<file path="config.mk">
export PLATFORM = sky130hd
export DESIGN_NAME = lane_packer
export DESIGN_NICKNAME = d
export VERILOG_FILES = /design/src/logic/lane_packer_pkg.sv /design/src/logic/lane_packer.sv
export SDC_FILE = /design/constraint.sdc
export NUM_CORES = 1
export LEC_CHECK = 0
export ABC_CLOCK_PERIOD_IN_PS = 15900
export BUFFER_PORTS_ARGS = -buffer_cell sky130_fd_sc_hd__buf_2
export CORE_ASPECT_RATIO = 0.9
export CORE_MARGIN = 1
export CORE_UTILIZATION = 50
export DETAILED_ROUTE_END_ITERATION = 6
export HOLD_SLACK_MARGIN = 0.08
export PLACE_DENSITY = 0.81
export SYNTH_ARGS = -nofsm -noshare
export SYNTH_HDL_FRONTEND = slang
export SYNTH_SLANG_ARGS = --single-unit
</file>
<file path="constraint.sdc">
create_clock -name i_sys_clk -period 15.9 [get_ports i_sys_clk]
set_clock_uncertainty 0.2 [all_clocks]
set_input_delay 1.59 -clock i_sys_clk [delete_from_list [all_inputs] [get_ports i_sys_clk]]
set_output_delay 1.59 -clock i_sys_clk [all_outputs]
set_load 0.02 [all_outputs]
</file>
<file path="src/logic/lane_packer_pkg.sv">
/*
  Constants and types shared by the main-link lane packer.
  Assumes one symbol clock domain; symbol codes of the control
  characters are local tags that the physical layer re-encodes.
*/
`default_nettype none

package lane_packer_pkg;
  // lane geometry
  localparam int MAX_LANES = 4;
  localparam int PIX_W = 30;
  localparam int BUF_W = 40;
  // bits per pixel and per symbol
  localparam logic [5:0] BITS_8BPC = 6'h18;
  localparam logic [5:0] BITS_10BPC = 6'h1E;
  localparam logic [5:0] SYM_BITS = 6'h08;
  // lane count setting
  localparam logic [1:0] LANES_1 = 2'h0;
  localparam logic [1:0] LANES_2 = 2'h1;
  localparam logic [1:0] LANES_4 = 2'h2;
  // lane enable masks
  localparam logic [3:0] MASK_1 = 4'h1;
  localparam logic [3:0] MASK_2 = 4'h3;
  localparam logic [3:0] MASK_4 = 4'hF;
  // header repeats per lane, minus one
  localparam logic [1:0] LAST_REP_1 = 2'h3;
  localparam logic [1:0] LAST_REP_2 = 2'h1;
  localparam logic [1:0] LAST_REP_4 = 2'h0;
  // header items after blanking start
  localparam logic [1:0] ITEM_VBID = 2'h0;
  localparam logic [1:0] ITEM_VSTAMP = 2'h1;
  localparam logic [1:0] ITEM_ASTAMP = 2'h2;
  // depth setting
  localparam logic DEPTH_10BPC = 1'h1;
  // symbol tags (arbitrary values; blanking start and end flagged as control)
  localparam logic [7:0] BLANKING_START_SYM = 8'h01;
  localparam logic [7:0] BLANKING_END_SYM = 8'h02;
  localparam logic [7:0] DUMMY_SYM = 8'h00;
  // video blank info byte fields
  localparam int VBID_VBLANK = 0;
  localparam int VBID_FIELD = 1;
  localparam int VBID_INTERLACE = 2;
  localparam int VBID_NO_VIDEO = 3;
  localparam int VBID_MUTE = 4;
  // idle pattern period in link symbols
  localparam int IDLE_PERIOD_SYMS = 8192;
  // reset values
  localparam logic [5:0] CNT_RESET = 6'h00;
  localparam logic [13:0] IDLE_CNT_RESET = 14'h0000;

  typedef enum {ST_IDLE, ST_BE, ST_DATA, ST_BS, ST_HDR} pack_state_t;
  typedef enum {EM_DUMMY, EM_BE, EM_BS, EM_HDR, EM_BUF, EM_MERGED,
                EM_ZERO} emit_t;
endpackage

`default_nettype wire
</file>
<file path="src/logic/lane_packer.sv">
/*
  Main-link lane packer: frames a pixel stream onto 1, 2 or 4 lanes,
  one symbol per lane per link symbol clock, with blanking header and
  idle pattern.
  Assumes pixel source and stream status are on i_sys_clk, and the
  physical layer encodes symbols whose control flag is set.
*/
// Functional notes
// video stamp is low M byte, else 00h
// audio stamp is low M byte, else 00h
// no video: header group every 8192 symbols
// header items appear four times in total
// every enabled lane sends one symbol each cycle
// missing last-cycle pixel bits are sent as zeros
// single lane setting uses lane 0
// two lane setting uses lanes 0 and 1
// 8 bpc four lanes: lane k, pixel k+4n
// 8 bpc two lanes: even lane 0, odd lane 1
// 8 bpc one lane: all pixels on lane 0
// YCbCr uses red, green, blue slots as Cr Y Cb
// 10 bpc components packed MSB first, cut in bytes
// pixel index modulo lane count picks the lane
// blanking start then info, video, audio stamps
// info byte flags; no-video flag in idle pattern
// lane count and depth change only when idle
// control flag marks framing symbols per lane
`default_nettype none

module lane_packer #(
  parameter int IDLE_PERIOD = lane_packer_pkg::IDLE_PERIOD_SYMS
) (
  // clock and reset
  input wire logic i_sys_clk,
  input wire logic i_rst,
  // static configuration
  input wire logic [1:0] i_lane_cfg,
  input wire logic i_depth_cfg,
  // stream status
  input wire logic i_video_on,
  input wire logic i_audio_on,
  input wire logic [7:0] i_video_m,
  input wire logic [7:0] i_audio_m,
  input wire logic i_vblank,
  input wire logic i_field_odd,
  input wire logic i_interlace,
  input wire logic i_audio_mute,
  input wire logic i_blank_line_req,
  // pixel group, pixel k in slice k
  input wire logic i_pix_valid,
  input wire logic [119:0] i_pix_data,
  input wire logic [3:0] i_pix_mask,
  input wire logic i_pix_last,
  output logic o_pix_ready,
  // lanes towards the physical layer
  output logic [31:0] o_lane_sym,
  output logic [3:0] o_lane_ctrl,
  output logic [3:0] o_lane_en
);

  lane_packer_pkg::pack_state_t state_q, state_d;
  lane_packer_pkg::emit_t emit;
  logic [1:0] lanes_q;
  logic depth_q;
  logic [5:0] cnt_q, cnt_d;
  logic done_q, done_d;
  logic [1:0] item_q, item_d;
  logic [1:0] rep_q, rep_d;
  logic [13:0] idle_cnt_q;
  logic ready_d;
  logic take;
  logic ctrl_d;
  logic [3:0] en_mask;
  logic [1:0] last_rep;
  logic [5:0] pix_bits;
  logic [7:0] vbid;
  logic [7:0] hdr_byte;
  logic [31:0] sym_d;
  logic [39:0] buf_q [lane_packer_pkg::MAX_LANES];
  logic [39:0] merged [lane_packer_pkg::MAX_LANES];

  // settings are sampled only between lines
  always_ff @(posedge i_sys_clk) begin
    if (i_rst) begin
      lanes_q <= lane_packer_pkg::LANES_1;
      depth_q <= 1'b0;
    end else if (state_q == lane_packer_pkg::ST_IDLE) begin
      lanes_q <= i_lane_cfg;
      depth_q <= i_depth_cfg;
    end
  end

  // lane enables, header repeats and pixel size from the settings
  always_comb begin
    case (lanes_q)
      lane_packer_pkg::LANES_2: begin
        en_mask = lane_packer_pkg::MASK_2;
        last_rep = lane_packer_pkg::LAST_REP_2;
      end
      lane_packer_pkg::LANES_4: begin
        en_mask = lane_packer_pkg::MASK_4;
        last_rep = lane_packer_pkg::LAST_REP_4;
      end
      default: begin
        en_mask = lane_packer_pkg::MASK_1;
        last_rep = lane_packer_pkg::LAST_REP_1;
      end
    endcase
    pix_bits = (depth_q == lane_packer_pkg::DEPTH_10BPC) ?
               lane_packer_pkg::BITS_10BPC : lane_packer_pkg::BITS_8BPC;
  end

  // header bytes sent after blanking start
  always_comb begin
    vbid = 8'h00;
    vbid[lane_packer_pkg::VBID_VBLANK] = i_vblank | ~i_video_on;
    vbid[lane_packer_pkg::VBID_FIELD] =
      i_field_odd & i_interlace & i_video_on;
    vbid[lane_packer_pkg::VBID_INTERLACE] = i_interlace & i_video_on;
    vbid[lane_packer_pkg::VBID_NO_VIDEO] = ~i_video_on;
    vbid[lane_packer_pkg::VBID_MUTE] = i_audio_mute;
    case (item_q)
      lane_packer_pkg::ITEM_VBID: hdr_byte = vbid;
      lane_packer_pkg::ITEM_VSTAMP:
        hdr_byte = i_video_on ? i_video_m : 8'h00;
      lane_packer_pkg::ITEM_ASTAMP:
        hdr_byte = i_audio_on ? i_audio_m : 8'h00;
      default: hdr_byte = 8'h00;
    endcase
  end

  assign take = o_pix_ready & i_pix_valid;

  // framing sequence and shared bit count of the lane buffers
  always_comb begin
    state_d = state_q;
    cnt_d = cnt_q;
    done_d = done_q;
    item_d = item_q;
    rep_d = rep_q;
    emit = lane_packer_pkg::EM_DUMMY;
    ctrl_d = 1'b0;
    case (state_q)
      lane_packer_pkg::ST_IDLE: begin
        if (i_video_on && i_pix_valid) begin
          state_d = lane_packer_pkg::ST_BE;
        end else if ((i_video_on && i_blank_line_req) ||
                     (!i_video_on &&
                      idle_cnt_q >= 14'(IDLE_PERIOD - 2))) begin
          state_d = lane_packer_pkg::ST_BS;
        end
      end
      lane_packer_pkg::ST_BE: begin
        emit = lane_packer_pkg::EM_BE;
        ctrl_d = 1'b1;
        cnt_d = lane_packer_pkg::CNT_RESET;
        done_d = 1'b0;
        state_d = lane_packer_pkg::ST_DATA;
      end
      lane_packer_pkg::ST_DATA: begin
        if (cnt_q >= lane_packer_pkg::SYM_BITS) begin
          emit = lane_packer_pkg::EM_BUF;
          cnt_d = cnt_q - lane_packer_pkg::SYM_BITS;
        end else if (take) begin
          emit = lane_packer_pkg::EM_MERGED;
          cnt_d = cnt_q + pix_bits - lane_packer_pkg::SYM_BITS;
          done_d = i_pix_last;
        end else if (done_q) begin
          emit = lane_packer_pkg::EM_BUF;
          cnt_d = lane_packer_pkg::CNT_RESET;
        end else begin
          emit = lane_packer_pkg::EM_ZERO; // source underrun filler
        end
        if (done_d && cnt_d == lane_packer_pkg::CNT_RESET) begin
          state_d = lane_packer_pkg::ST_BS;
        end
      end
      lane_packer_pkg::ST_BS: begin
        emit = lane_packer_pkg::EM_BS;
        ctrl_d = 1'b1;
        item_d = lane_packer_pkg::ITEM_VBID;
        rep_d = 2'h0;
        state_d = lane_packer_pkg::ST_HDR;
      end
      lane_packer_pkg::ST_HDR: begin
        emit = lane_packer_pkg::EM_HDR;
        if (item_q == lane_packer_pkg::ITEM_ASTAMP) begin
          item_d = lane_packer_pkg::ITEM_VBID;
          rep_d = rep_q + 2'h1;
          if (rep_q == last_rep) begin
            state_d = lane_packer_pkg::ST_IDLE;
          end
        end else begin
          item_d = item_q + 2'h1;
        end
      end
      default: state_d = lane_packer_pkg::ST_IDLE;
    endcase
    ready_d = (state_d == lane_packer_pkg::ST_DATA) && !done_d &&
              (cnt_d < lane_packer_pkg::SYM_BITS);
  end

  // sequence registers
  always_ff @(posedge i_sys_clk) begin
    if (i_rst) begin
      state_q <= lane_packer_pkg::ST_IDLE;
      cnt_q <= lane_packer_pkg::CNT_RESET;
      done_q <= 1'b0;
      item_q <= lane_packer_pkg::ITEM_VBID;
      rep_q <= 2'h0;
      o_pix_ready <= 1'b0;
    end else begin
      state_q <= state_d;
      cnt_q <= cnt_d;
      done_q <= done_d;
      item_q <= item_d;
      rep_q <= rep_d;
      o_pix_ready <= ready_d;
    end
  end

  // symbol counter for the idle pattern, restarted at blanking start
  always_ff @(posedge i_sys_clk) begin
    if (i_rst || state_q == lane_packer_pkg::ST_BS) begin
      idle_cnt_q <= lane_packer_pkg::IDLE_CNT_RESET;
    end else begin
      idle_cnt_q <= idle_cnt_q + 14'h0001;
    end
  end

  // one bit-stream buffer per lane; lane k takes pixel k of a group
  for (genvar k = 0; k < lane_packer_pkg::MAX_LANES; k++) begin : g_lane
    logic [29:0] pix;
    logic [39:0] aligned;
    logic [7:0] sym;

    assign pix = i_pix_data[k*lane_packer_pkg::PIX_W +: 30];

    // left-align the pixel and append it behind the held bits
    always_comb begin
      aligned = '0;
      if (i_pix_mask[k] && en_mask[k]) begin
        if (depth_q == lane_packer_pkg::DEPTH_10BPC) begin
          aligned = {pix, 10'h000};
        end else begin
          aligned = {pix[27:20], pix[17:10], pix[7:0], 16'h0000};
        end
      end
      merged[k] = buf_q[k] | (aligned >> cnt_q);
    end

    // shift out one byte per cycle, MSB first
    always_ff @(posedge i_sys_clk) begin
      if (i_rst || state_q == lane_packer_pkg::ST_BE) begin
        buf_q[k] <= '0;
      end else if (emit == lane_packer_pkg::EM_BUF) begin
        buf_q[k] <= buf_q[k] << 8;
      end else if (emit == lane_packer_pkg::EM_MERGED) begin
        buf_q[k] <= merged[k] << 8;
      end
    end

    // symbol for this lane in the current row
    always_comb begin
      case (emit)
        lane_packer_pkg::EM_BE: sym = lane_packer_pkg::BLANKING_END_SYM;
        lane_packer_pkg::EM_BS: sym = lane_packer_pkg::BLANKING_START_SYM;
        lane_packer_pkg::EM_HDR: sym = hdr_byte;
        lane_packer_pkg::EM_BUF: sym = buf_q[k][39:32];
        lane_packer_pkg::EM_MERGED: sym = merged[k][39:32];
        default: sym = lane_packer_pkg::DUMMY_SYM;
      endcase
    end

    assign sym_d[k*8 +: 8] = en_mask[k] ? sym : 8'h00;
  end

  // registered lane outputs, all lanes updated in the same cycle
  always_ff @(posedge i_sys_clk) begin
    if (i_rst) begin
      o_lane_sym <= 32'h0000_0000;
      o_lane_ctrl <= 4'h0;
      o_lane_en <= 4'h0;
    end else begin
      o_lane_sym <= sym_d;
      o_lane_ctrl <= ctrl_d ? en_mask : 4'h0;
      o_lane_en <= en_mask;
    end
  end

endmodule

`default_nettype wire

</file>
Yosys cells after proc, flatten, opt, wreduce, memory -nomap -nowiden
Memories as Yosys holds them, arrays and structs flattened.
Index checks and enable logic that the tools add are counted.
{"block": "word_totals", "memories": 1, "mem_bits_rw": 128, "word_cells": 158, "in_bits": 154, "regBits": 101, "out_inout_bits": 41}
{"block": "classes", "n_lt_le_gt_ge": 3, "n_reduce_logical": 27, "n_shift": 4, "n_mux": 59, "eq_ne": 20, "bitwise_logic": 23, "n_addsub": 6}
{"name": "buf_q", "depth": 4, "width": 32, "rd": 4, "rd_clocked_by_memory_dff": 0, "write_ports": 4, "line_no": "lane_packer.sv:78", "text": "logic [39:0] buf_q [lane_packer_pkg::MAX_LANES];"}
{"operator": "2-to-1 mux 32 bit", "count": 13}
{"operator": "2-to-1 mux 40 bit", "count": 8}
{"operator": "equality test 32 x 2 -> 1 bit, second input constant", "count": 5}
{"operator": "equality test 32 x 3 -> 1 bit, second input constant", "count": 5}
{"operator": "OR 40 bit", "count": 4}
{"operator": "case mux 32 bit (5 select lines)", "count": 1}
{"operator": "case mux 8 bit (5 select lines)", "count": 4}
{"operator": "right shift 40 x 6 -> 40 bit", "count": 4}
{"operator": "equality test 32 x 1 -> 1 bit, second input constant", "count": 2}
{"operator": "equality test 32 x 4 -> 1 bit, second input constant", "count": 2}
{"operator": "zero test 32 bit", "count": 2}
{"operator": "2-to-1 mux 6 bit", "count": 4}
{"operator": "case mux 8 bit (3 select lines)", "count": 1}
{"operator": "2-to-1 mux 8 bit", "count": 2}
{"operator": "adder 14 x 1 -> 14 bit, second input constant", "count": 1}
{"operator": ">= comparator 14 x 13 -> 1 bit, second input constant", "count": 1}
{"operator": "2-to-1 mux 1 bit", "count": 13}
{"operator": "case mux 2 bit (2 select lines)", "count": 3}
{"operator": "case mux 3 bit (4 select lines)", "count": 1}
{"operator": "case mux 6 bit (2 select lines)", "count": 1}
{"operator": "OR reduction 2 bit", "count": 6}
{"operator": "subtractor 6 x 4 -> 6 bit, second input constant", "count": 2}
{"operator": "logical AND 1 bit", "count": 10}
{"operator": "2-to-1 mux 2 bit", "count": 5}
{"operator": "other kinds (20)", "count": 42}

Depth between registers and ports, before layout
{"block": "depth", "word_depth": 13, "mapped_depth": 12, "depth_no_buf": 9}

Worst setup path after synthesis
No wires, ideal clock.
{"block": "synth_timing", "path_kind": "input-to-reg", "startpoint": "input port i_pix_valid", "endpoint": "memory buf_q[0][0] (netlist bit), enable pin", "setup_slack_ps": 8599, "path_buffers": 0, "stages": 3, "t_arrival_ps": 6509, "required_time_ps": 15108, "setup_time_ps": 592, "path_cell_list": "and2_1 nor3_1 o221ai_1"}
{"element": "from (decl)", "line_no": "lane_packer.sv:49", "text": "input wire logic i_pix_valid,"}
{"element": "to (decl)", "line_no": "lane_packer.sv:78"}

==> results summary <==
The starting utilization of the core area came out at approximately 51%. Setup repair after global routing left no endpoint under its margin. The Yosys warning count came out at 0. The category of the most critical setup path is register to register. The count of state elements after synthesis came out at roughly 230. For the pin with the worst max-slew slack, the measured transition is approximately 1.5 ns.

The total overflow left after global routing is 0. By area the synthesized netlist is led by sky130_fd_sc_hd__edfxtp_1 22%, sky130_fd_sc_hd__dfxtp_1 11%, sky130_fd_sc_hd__mux2i_1 9.8%. STA puts the critical path data arrival time at ~4.9 ns. The final critical path takes up between 20 and 30% of the cycle.

The routed layout has 16,900 vias. The DRC violation total after the first TritonRoute iteration is roughly 2,400. The total number of placement rows came out at 64.

The count of pins over their slew limit is 7. The clock transition at the registers of the reported paths is 0.07 ns. The synthesized area per cell is roughly 9.2 µm². In this run, synthesis inferred between 100 and 150 flip-flops with an integrated enable.

The clock root buffer master is sky130_fd_sc_hd__clkbuf_16. The maximum clock frequency is about 0.21 GHz. The area share of the leading cell type in the synthesized netlist is around 22%.

The met3 wire length came out at about 5.9 mm. The worst slack on hold paths is 0.271 ns. The largest fanout on the critical path is 79. The detailed-routed wire length on met2 came out at about 30 mm.

The most common cell in the netlist is sky130_fd_sc_hd__nor2_1. The number of max-cap violations came out at 1. The total DRC errors in the routed layout is 0. The post-synthesis async set-or-reset flop share came out at 0%.

The register cell area after layout came out at 5840 µm². The number of diodes came out at 0. The deepest clock path buffer count is 3. The highest metal layer with signal wires is met4. In the final design database the tool counted around 2,200 nets. The total wire length after detailed routing came out at between 60 and 70 mm. The floorplan die area came out at 35,500 µm².

The post-synthesis cell area is about 17,000 µm². The fill cell instance count of the final layout is ~3,000. In this run the cell area measured after placement is between 15,000 and 20,000 µm². The clock latency on the worst-skew pair came out at just over 0.5 ns. In this run the remaining antenna-violating nets after routing total 0. By count the netlist is led by 229 x sky130_fd_sc_hd__nor2_1, 184 x sky130_fd_sc_hd__nand2_1, 170 x sky130_fd_sc_hd__mux2i_1. Dividing total power by cell area gives a power density of between 60 and 70 nW/µm². The core outline area is 34,100 µm². Counting the buffers created by CTS gives 22. The number of cells after detailed placement is about 2,400. The sum of negative setup slack is 0 ns.

The share of layout cells above drive strength 1 is between 20% and 30%. The number of global-route vias before repair is around 16,000. Entering global routing, the biggest net connects 82 pins. Post-CTS timing repair inserted 0 buffers for setup. The number of instances in the synthesized netlist is 1,893.

The number of distinct standard cells referenced by the synthesized netlist came out at 84. The checks that failed: capacitance limit, slew limit. The hold-fix buffer count after cts is 0. The flip-flop cell with the highest count after synthesis is sky130_fd_sc_hd__edfxtp_1. The global placer's final weighted congestion is 0.957.

The total non-filler cell area in the finished layout is approximately 19,000 µm². During I/O placement, the number of pins put on the boundary was just under 200. The die height is 179 µm. The number of port buffers is 194.

The number of sinks on the clock net came out at between 200 and 250. The critical path capture point type is a register. The number of gates resized after CTS is 0.

The proportion of synthesized chip area in sequential cells is 33.5%. The area growth from synthesis to final layout is 10.6%. TritonCTS built the clock tree. The worst slew slack as a fraction of its limit is -2.45%. The worst setup path is launched from a register. The run finished, with violations left. The first-pass GRT wire length came out at 95.4 mm. Summed over all instances, the cell type with the most area after synthesis is sky130_fd_sc_hd__edfxtp_1. The count of final hold-check violations is 0. Cells fill a little under three fifths of the core in the end. From left edge to right edge, the die measures approximately 200 µm. The leakage component of the power came out at 6.90 nW. The final critical-path required period came out at about 4.7 ns. The routed via count divided by cell count came out at just under 7. The finished layout holds 2,485 standard cells, fillers aside. In this run the number of H-tree levels came out at 1. Global routing consumed, over all layers together, roughly 35% of the routing resources.

Setup violations remaining at the end of the flow were counted as 0. The multi-input combinational cells in the finished layout cover a total of roughly 11,000 µm². The total iterations of the first detailed-routing run came out at 7. The required time reported for the critical path endpoint is 16.06 ns.

The number of antenna violations at the first check in global routing was 0. The post-DP HPWL came out at ~46 mm. The average wire length per cell after detail routing came out at 25.5 µm. After detailed routing, the wire length on met1 is 22.7 mm.

IR analysis of the VDD net gives a maximum drop of roughly 0.051 mV. In this run the worst hold path is classified as register to register.
-- worst max-delay path, stage by stage, from the launching register on --
cell                       delay, ns
sky130_fd_sc_hd__dfxtp_4        0.68
sky130_fd_sc_hd__buf_4          0.61
sky130_fd_sc_hd__buf_4          0.94
sky130_fd_sc_hd__mux2i_1        0.35
sky130_fd_sc_hd__mux4_2         0.56
sky130_fd_sc_hd__a211oi_1       0.67
sky130_fd_sc_hd__mux2_2         0.28
sky130_fd_sc_hd__a21oi_1        0.06
sky130_fd_sc_hd__nor2_1         0.10
-- final cells by class --
type / count / share of cell area [%]
Tap cell: 462 / 3.01
Timing Repair Buffer: 220 / 6.07
Inverter: 29 / 0.580
Sequential cell: 227 / 30.4
Clock buffer: 28 / 3.25
Clock inverter: 12 / 0.463
Multi-Input combinational cell: 1507 / 56.2
-- final timing paths --
check | startpoint | endpoint | slack, ns | cells after the start
min | idle_cnt_q[0] | idle_cnt_q[0] | 0.27 | 1
max | depth_q | buf_q[1][27] | 11.20 | 8
min reg2reg | idle_cnt_q[0] | idle_cnt_q[0] | 0.27 | 1
max reg2reg | depth_q | buf_q[1][27] | 11.20 | 8
-- cells in the final DEF (no fill, tap or decap), drive strengths merged, types with 41 or more instances in the layout --
cell and n:
nor2 230, buf 220, mux2i 170, conb 41, mux2 73, nand2 184, o22ai 48, dfxtp 99
a21oi 149, o21ai 74, mux4 73, edfxtp 128
-- logic make-up (layout without fill, tap and decap cells) --
family,Yosys count,after routing,synth area share (%)
simple gates,603,603,15.6
compound gates,525,525,20.1
mux,316,316,24.0
flops,227,227,33.5
buf+inv,199,289,5.43
xor+xnor,15,15,0.757
fa+ha+maj,7,7,0.548
other cells,1,41,0.0216
-- per-stage QoR --
step	setup WS [ns]	total power, mW
after global placement	11.21	0.776
final	11.20	1.29
after floorplan	8.60	0.727
after CTS	11.34	1.29
after global routing	11.09	1.33
after detailed placement	11.09	0.780
-- per-layer routing --
metal	up-vias	track usage, %
met3	263	4.83
li1	7424	-
met5	-	0
met4	0	22.1
met1	8119	43.1
met2	1109	59.8
-- state kept, by name, summed over array words and instances, names as in the netlist, 3 cells and up --
signal,cells
buf_q,128
o_lane_sym,32
o_lane_ctrl,3
idle_cnt_q,14
o_lane_en,3
state_q,32
cnt_q,6
-- power breakdown --
part           total, mW  internal [mW]  switching [mW]  leakage [nW]
Clock              0.521          0.294           0.227         0.348
Combinational      0.125         0.0517          0.0731          4.52
Sequential         0.647          0.639         0.00732          2.03
(Power assumes the default switching activity.)
